--- src/common/tps_pkg.sv ---
package tps_pkg;

  // byte addresses on the register bus
  localparam logic [3:0] ADDR_GEN_CTRL   = 4'h0;
  localparam logic [3:0] ADDR_T0_SELECT  = 4'h4;
  localparam logic [3:0] ADDR_T1_SELECT  = 4'h8;
  localparam logic [3:0] ADDR_STATUS     = 4'hc;

  // general_timer_control fields
  localparam int BIT_SYNC_HOLD_MODE       = 7;
  localparam int BIT_ASYNC_PRESCALER_RST  = 1;
  localparam int BIT_SHARED_PRESCALER_RST = 0;

  // status fields
  localparam int STAT_PRESC_LSB  = 0;
  localparam int STAT_PRESC_MSB  = 9;
  localparam int STAT_ENABLE_LSB = 16;
  localparam int STAT_ENABLE_MSB = 17;

  localparam int PRESC_WIDTH = 10;
  localparam int SEL_WIDTH   = 3;
  localparam int NUM_TIMERS  = 2;

  // clock_source_select encodings
  localparam logic [2:0] SEL_STOPPED  = 3'h0;
  localparam logic [2:0] SEL_DIRECT   = 3'h1;
  localparam logic [2:0] SEL_DIV8     = 3'h2;
  localparam logic [2:0] SEL_DIV64    = 3'h3;
  localparam logic [2:0] SEL_DIV256   = 3'h4;
  localparam logic [2:0] SEL_DIV1024  = 3'h5;
  localparam logic [2:0] SEL_EXT_FALL = 3'h6;
  localparam logic [2:0] SEL_EXT_RISE = 3'h7;

  // tap masks: a tap fires when all masked prescaler bits are one
  localparam logic [9:0] MASK_DIV8    = 10'h007;
  localparam logic [9:0] MASK_DIV64   = 10'h03f;
  localparam logic [9:0] MASK_DIV256  = 10'h0ff;
  localparam logic [9:0] MASK_DIV1024 = 10'h3ff;

  // reset values
  localparam logic [9:0]  RST_PRESC = 10'h000;
  localparam logic [2:0]  RST_SEL   = 3'h0;
  localparam logic [31:0] RST_DATA  = 32'h0000_0000;

endpackage

--- src/logic/timer_prescaler.sv ---
`timescale 1ns/1ps
`default_nettype none

// Notes on behaviour
// - prescaler counts freely, untouched by any clock selection change
// - one prescaler feeds both timers, each selecting its own tap
// - select one enables the timer every clock cycle
// - taps divide by 8, 64, 256 and 1024
// - first count after selecting tap N lands 1 to N cycles later
// - prescaler reset restarts tap timing for both timers
// - count pin sampled every cycle through synchroniser stages
// - select 7 counts rising pin edges, select 6 falling edges
// - pin edge to counter update takes a few clock cycles
// - external pulses bypass the prescaler divider
// - while sync hold mode is set, reset bits stay; with the shared reset bit set, internally clocked timers halt
// - clearing sync hold mode clears both reset bits together
// - writing shared reset bit resets prescaler, self clears unless holding
// - select zero gives no enable, timer stopped

module timer_prescaler
  import tps_pkg::*;
(
  input  wire logic        clk_i,
  input  wire logic        rst_i,
  input  wire logic        wb_cyc_i,
  input  wire logic        wb_stb_i,
  input  wire logic        wb_we_i,
  input  wire logic [3:0]  wb_adr_i,
  input  wire logic [3:0]  wb_sel_i,
  input  wire logic [31:0] wb_dat_i,
  output logic      [31:0] wb_dat_o,
  output logic             wb_ack_o,
  input  wire logic [1:0]  external_count_pin_i,
  output logic      [1:0]  timer_count_enable_o,
  output logic             async_prescaler_reset_o
);

  typedef struct packed {
    logic                  sync_hold_mode;
    logic                  async_prescaler_reset;
    logic                  shared_prescaler_reset;
    logic [SEL_WIDTH-1:0]  select0;
    logic [SEL_WIDTH-1:0]  select1;
    logic [PRESC_WIDTH-1:0] presc;
    logic [1:0]            enable;
    logic                  ack;
    logic [31:0]           rdata;
  } ctrl_s;

  ctrl_s state;
  ctrl_s next_state;

  logic [1:0] pin_rise;
  logic [1:0] pin_fall;

  genvar g;
  generate
    for (g = 0; g < NUM_TIMERS; g++) begin : g_pin
      count_pin_sync u_sync (
        .clk_i  (clk_i),
        .rst_i  (rst_i),
        .pin_i  (external_count_pin_i[g]),
        .rise_o (pin_rise[g]),
        .fall_o (pin_fall[g])
      );
    end
  endgenerate

  function automatic logic tap_hit(input logic [PRESC_WIDTH-1:0] cnt, input logic [9:0] mask);
    tap_hit = ((cnt & mask) == mask);
  endfunction

  // internal sources halt while the shared reset is held; pin sources do not
  function automatic logic pick_enable(input logic [SEL_WIDTH-1:0] sel,
                                       input logic [PRESC_WIDTH-1:0] cnt,
                                       input logic held,
                                       input logic rise,
                                       input logic fall);
    logic r;
    r = 1'b0;
    unique case (sel)
      SEL_STOPPED:  r = 1'b0;
      SEL_DIRECT:   r = ~held;
      SEL_DIV8:     r = ~held & tap_hit(cnt, MASK_DIV8);
      SEL_DIV64:    r = ~held & tap_hit(cnt, MASK_DIV64);
      SEL_DIV256:   r = ~held & tap_hit(cnt, MASK_DIV256);
      SEL_DIV1024:  r = ~held & tap_hit(cnt, MASK_DIV1024);
      SEL_EXT_FALL: r = fall;
      SEL_EXT_RISE: r = rise;
    endcase
    pick_enable = r;
  endfunction

  logic bus_req;
  logic bus_wr;
  logic wr_ctrl;

  always_comb begin
    next_state = state;
    // ack only on a fresh request, dropped the cycle after it was given
    bus_req = wb_cyc_i & wb_stb_i & ~state.ack;
    bus_wr  = bus_req & wb_we_i & wb_sel_i[0];
    wr_ctrl = bus_wr & (wb_adr_i == ADDR_GEN_CTRL);

    next_state.ack = bus_req;

    // reset bits self clear unless hold mode keeps them
    if (wr_ctrl) begin
      next_state.sync_hold_mode         = wb_dat_i[BIT_SYNC_HOLD_MODE];
      next_state.async_prescaler_reset  = wb_dat_i[BIT_ASYNC_PRESCALER_RST];
      next_state.shared_prescaler_reset = wb_dat_i[BIT_SHARED_PRESCALER_RST];
    end else if (!state.sync_hold_mode) begin
      next_state.async_prescaler_reset  = 1'b0;
      next_state.shared_prescaler_reset = 1'b0;
    end

    if (bus_wr && wb_adr_i == ADDR_T0_SELECT) begin
      next_state.select0 = wb_dat_i[SEL_WIDTH-1:0];
    end
    if (bus_wr && wb_adr_i == ADDR_T1_SELECT) begin
      next_state.select1 = wb_dat_i[SEL_WIDTH-1:0];
    end

    // free running; selection writes never touch the count
    if (state.shared_prescaler_reset) begin
      next_state.presc = RST_PRESC;
    end else begin
      next_state.presc = state.presc + 1'b1;
    end

    next_state.enable[0] = pick_enable(state.select0, state.presc, state.shared_prescaler_reset,
                                       pin_rise[0], pin_fall[0]);
    next_state.enable[1] = pick_enable(state.select1, state.presc, state.shared_prescaler_reset,
                                       pin_rise[1], pin_fall[1]);

    next_state.rdata = RST_DATA;
    if (bus_req && !wb_we_i) begin
      unique case (wb_adr_i)
        ADDR_GEN_CTRL: begin
          next_state.rdata[BIT_SYNC_HOLD_MODE]       = state.sync_hold_mode;
          next_state.rdata[BIT_ASYNC_PRESCALER_RST]  = state.async_prescaler_reset;
          next_state.rdata[BIT_SHARED_PRESCALER_RST] = state.shared_prescaler_reset;
        end
        ADDR_T0_SELECT: next_state.rdata[SEL_WIDTH-1:0] = state.select0;
        ADDR_T1_SELECT: next_state.rdata[SEL_WIDTH-1:0] = state.select1;
        ADDR_STATUS: begin
          next_state.rdata[STAT_PRESC_MSB:STAT_PRESC_LSB]   = state.presc;
          next_state.rdata[STAT_ENABLE_MSB:STAT_ENABLE_LSB] = state.enable;
        end
        default: next_state.rdata = RST_DATA;
      endcase
    end
  end

  always_ff @(posedge clk_i) begin
    if (rst_i) begin
      state         <= '0;
      state.presc   <= RST_PRESC;
      state.select0 <= RST_SEL;
      state.select1 <= RST_SEL;
      state.rdata   <= RST_DATA;
    end else begin
      state <= next_state;
    end
  end

  assign wb_dat_o                = state.rdata;
  assign wb_ack_o                = state.ack;
  assign timer_count_enable_o    = state.enable;
  assign async_prescaler_reset_o = state.async_prescaler_reset;

endmodule // timer_prescaler

`default_nettype wire

--- src/logic/count_pin_sync.sv ---
`timescale 1ns/1ps
`default_nettype none

module count_pin_sync
  import tps_pkg::*;
(
  input  wire logic clk_i,
  input  wire logic rst_i,
  input  wire logic pin_i,
  output logic      rise_o,
  output logic      fall_o
);

  typedef struct packed {
    logic meta;
    logic sync;
    logic prev;
  } sync_s;

  sync_s state;
  sync_s next_state;

  // meta is read only by sync; edges compare the two settled stages
  always_comb begin
    next_state      = state;
    next_state.meta = pin_i;
    next_state.sync = state.meta;
    next_state.prev = state.sync;
  end

  always_ff @(posedge clk_i) begin
    if (rst_i) begin
      state <= '0;
    end else begin
      state <= next_state;
    end
  end

  // one pulse per edge; pins slower than clk/2 give no double hits
  assign rise_o = state.sync & ~state.prev;
  assign fall_o = ~state.sync & state.prev;

endmodule // count_pin_sync

`default_nettype wire

--- config.mk ---
export PLATFORM = sky130hd
export DESIGN_NAME = timer_prescaler
export DESIGN_NICKNAME = d
export VERILOG_FILES = /design/src/common/tps_pkg.sv /design/src/logic/timer_prescaler.sv /design/src/logic/count_pin_sync.sv
export SDC_FILE = /design/constraint.sdc
export NUM_CORES = 1
export LEC_CHECK = 0
export BUFFER_PORTS_ARGS = -buffer_cell sky130_fd_sc_hd__buf_2
export CORE_AREA = 2 2 81 60
export CTS_BUF_LIST = sky130_fd_sc_hd__clkbuf_8
export DETAILED_ROUTE_END_ITERATION = 6
export DIE_AREA = 0 0 83 62
export GPL_TIMING_DRIVEN = 0
export PLACE_DENSITY = 0.83
export SYNTH_ARGS = -nofsm -noshare
export SYNTH_HDL_FRONTEND = slang
export SYNTH_SLANG_ARGS = --single-unit
--- constraint.sdc ---
create_clock -name clk_i -period 1.4 [get_ports clk_i]
set_clock_uncertainty 0.2 [all_clocks]
set_input_delay 0 -clock clk_i [delete_from_list [all_inputs] [get_ports clk_i]]
set_output_delay 0 -clock clk_i [all_outputs]
set_load 0.005 [all_outputs]
==> impl_metrics.json <==
{
  "status": "finished with violations",
  "violations": "hold timing, setup timing",
  "dpl_cell_area_mm2": 0.00218,
  "fmax_mhz": 686,
  "grt_pass1_vias": 1402,
  "clock_latency_ps": 300,
  "synth_area_mm2": 0.00185,
  "hold_violations": 8,
  "finalPower_mw": 2.15,
  "fp.dieH_um": 62,
  "crit_buf_inv": 0,
  "syn_to_final_growth_pct": 35.6,
  "clk_pin_slew_ps": 70,
  "vdd_drop_max_mv": 0.551,
  "slew_headroom": 0.600,
  "vias": 1512,
  "min_path_type": "input port to flop",
  "p_leak_nw": 1.14,
  "path_cells": "ha_4 -> ha_1 -> a211oi_1 -> nor4_2",
  "async_flop_share": 0,
  "layout_common_cells": "buf_4, dfxtp_1, buf_2",
  "regArea_um2": 808,
  "final_common_cell": "buf_4",
  "grt_max_degree": 13,
  "reg2reg_to": "timer_count_enable_o[1]",
  "die_x_um": 83,
  "fin_nets": 321,
  "synth_ff_type": "dfxtp_1",
  "crit_family": "adder cells",
  "critPathKind": "flop to flop",
  "critPathLaunchType": "flop",
  "synth_top_area_cell": "dfxtp_1",
  "drv_cap": 0,
  "multi_input_area_um2": 950,
  "cts_hold_buf": 10,
  "seq_area_frac_synth": 0.432,
  "htreeDepth": 2,
  "avgSynthCellArea_um2": 9.27,
  "holdWs_ps": -72.5,
  "synthTopCellsByArea": "dfxtp_1, buf_4, mux2i_1",
  "design_area_mm2": 0.00251,
  "gp_congestion": 0.828,
  "layout-drive-gt1-share": 0.396,
  "synth_cells": 200,
  "reg2reg_from": "state[36]",
  "ys_ff_latch": 40,
  "worstSetupStartpoint": "state[36]",
  "ctsLongestPathBuffers": 2,
  "fin_cells": 330,
  "drv_slew": 0,
  "hpwl_um": 2690,
  "initial_utilization": 0.413,
  "critical_path_depth": 4,
  "globalRouteOverflowTotal": 0,
  "synth_edf_count": 0,
  "ioPinCount": 83,
  "critPathMaxFanout": 3,
  "num_rows": 21,
  "synth.distinct_cells": 39,
  "grt_usage": 0.158,
  "coreArea_mm2": 0.00449,
  "fillers": 355,
  "grt_setup_unrepaired": "yes",
  "critPathArrivalTime_ps": 1430,
  "portBuffers": 31,
  "crit_end": "timer_count_enable_o[1]",
  "dp.cells": 307,
  "via_per_inst": 4.58,
  "n_antenna_cell": 0,
  "grt_pass1_wl_um": 6260,
  "timing.final.crit_share": 1.04,
  "worstMarginPinSlew_ps": 599,
  "pwr_density_cell_mw_per_mm2": 854,
  "cts_buffers": 5,
  "cts_num_sinks": 40,
  "layout_setup_ws_ps": -58.4,
  "crit_path_max_incr_delay_ps": 340,
  "design.die.area_mm2": 0.00515,
  "cts_root_buf": "clkbuf_8",
  "setup-violations-final": 7,
  "required_ps": 1370,
  "drt_wl_total_um": 3760,
  "ys_warn_count": 0,
  "antenna_found_initial": 0,
  "detail_route.iter0.violations": 65,
  "reg2reg_slack_ps": -60,
  "cts_tree": "yes",
  "critPathCaptureType": "flop",
  "worstHoldStart": "wb_we_i",
  "drc_errors": 0,
  "first_pass_iters": 4,
  "synth_top_area_share": 0.432,
  "fin_crit_ps": 1460,
  "final_antenna_net_count": 0,
  "wl_per_cell_um": 11.4,
  "rr_worst_depth": 4,
  "cpMaxStageDelayCell": "dfxtp_2"
}
==> cells by family (layout without fill, tap and decap cells) <==
logic type	count (synthesis)	after routing	synth area share
AO/OA/AOI/OAI	14	14	0.0533
XOR/XNOR	7	7	0.0331
adder cells (fa/ha/maj)	2	2	0.0135
buffers and inverters	42	96	0.155
flip-flops	40	40	0.432
multiplexers	12	12	0.0655
other	1	20	0.00202
AND/OR/NAND/NOR	82	82	0.246
==> through the flow <==
stage / setup TNS (ps) / hold WS [ps] / util / setup WS (ps)
2_1_floorplan: -312 / -71.8 / - / -86.2
3_3_place_gp: -2850 / 8.94 / 0.484 / -302
3_5_place_dp: -3280 / 17.0 / 0.484 / -353
4_1_cts: -440 / -117 / 0.550 / -115
5_1_grt: -1230 / -45.2 / 0.559 / -177
6_report: -249 / -72.5 / 0.559 / -58.4
==> cells in the mapped netlist (4+ instances only) <==
| cell type | number |
|---|---|
| mux2i_1 | 11 |
| nor2b_1 | 7 |
| dfxtp_1 | 40 |
| buf_4 | 34 |
| and2_1 | 11 |
| nand3_1 | 7 |
| xor2_1 | 4 |
| a21oi_1 | 5 |
| nand2_1 | 10 |
| nor2_1 | 24 |
| nand4_1 | 4 |
==> worst reg2reg max path: cells and delay by family (launching register included) <==
kind | cells | cell delay [ps]
AND/OR/NAND/NOR | 1 | 100
adder cells (fa/ha/maj) | 2 | 350
flip-flops | 1 | 340
AO/OA/AOI/OAI | 1 | 340
==> layout make-up <==
cell class                      count  area share
Timing Repair Buffer               48       0.125
Clock buffer                        6      0.0329
Buffer                             37       0.106
Inverter                            3     0.00448
Tap cell                           57      0.0284
Sequential cell                    40       0.322
Multi-Input combinational cell    137       0.378
Clock inverter                      2     0.00398
==> repair_timing <==
item	CTS	global route
endpoints found under the hold margin	23	6
setup buffers	6	1
endpoints found under the setup margin	18	22
resized for setup	16	8
pin swaps	6	4
==> power breakdown <==
part | switching [mW] | internal [mW]
sequential | 0.0146 | 1.15
clock | 0.382 | 0.392
combinational | 0.0918 | 0.113
total | 0.488 | 1.66
==> how the worst min path moves through the flow <==
stage | to | slack, ps | depth (start not counted)
floorplan | g_pin[0].u_sync.next_state[1] | -70 | 1
global placement | g_pin[1].u_sync.next_state[1] | 9 | 2
detailed placement | g_pin[0].u_sync.next_state[1] | 20 | 2
CTS | wb_dat_o[7] | -120 | 4
global route | wb_dat_o[1] | -50 | 4
finish | wb_dat_o[7] | -70 | 4
==> sequential cells by signal, summed over array words and instances (netlist names) <==
name and count:
g_pin.u_sync.next_state 4, timer_count_enable_o 2, wb_ack_o 1, wb_dat_o 12, g_pin.u_sync.state 2, async_prescaler_reset_o 1, state 18
==> per-layer routing <==
layer	GRT usage	vias to the layer above	part of all wire
met5	0	-	0
met4	0.0937	0	0.029
li1	-	766	-
met1	0.184	690	0.45
met3	0.0462	13	0.066
met2	0.271	43	0.46
No activity file was read; power rests on OpenSTA's default activity.
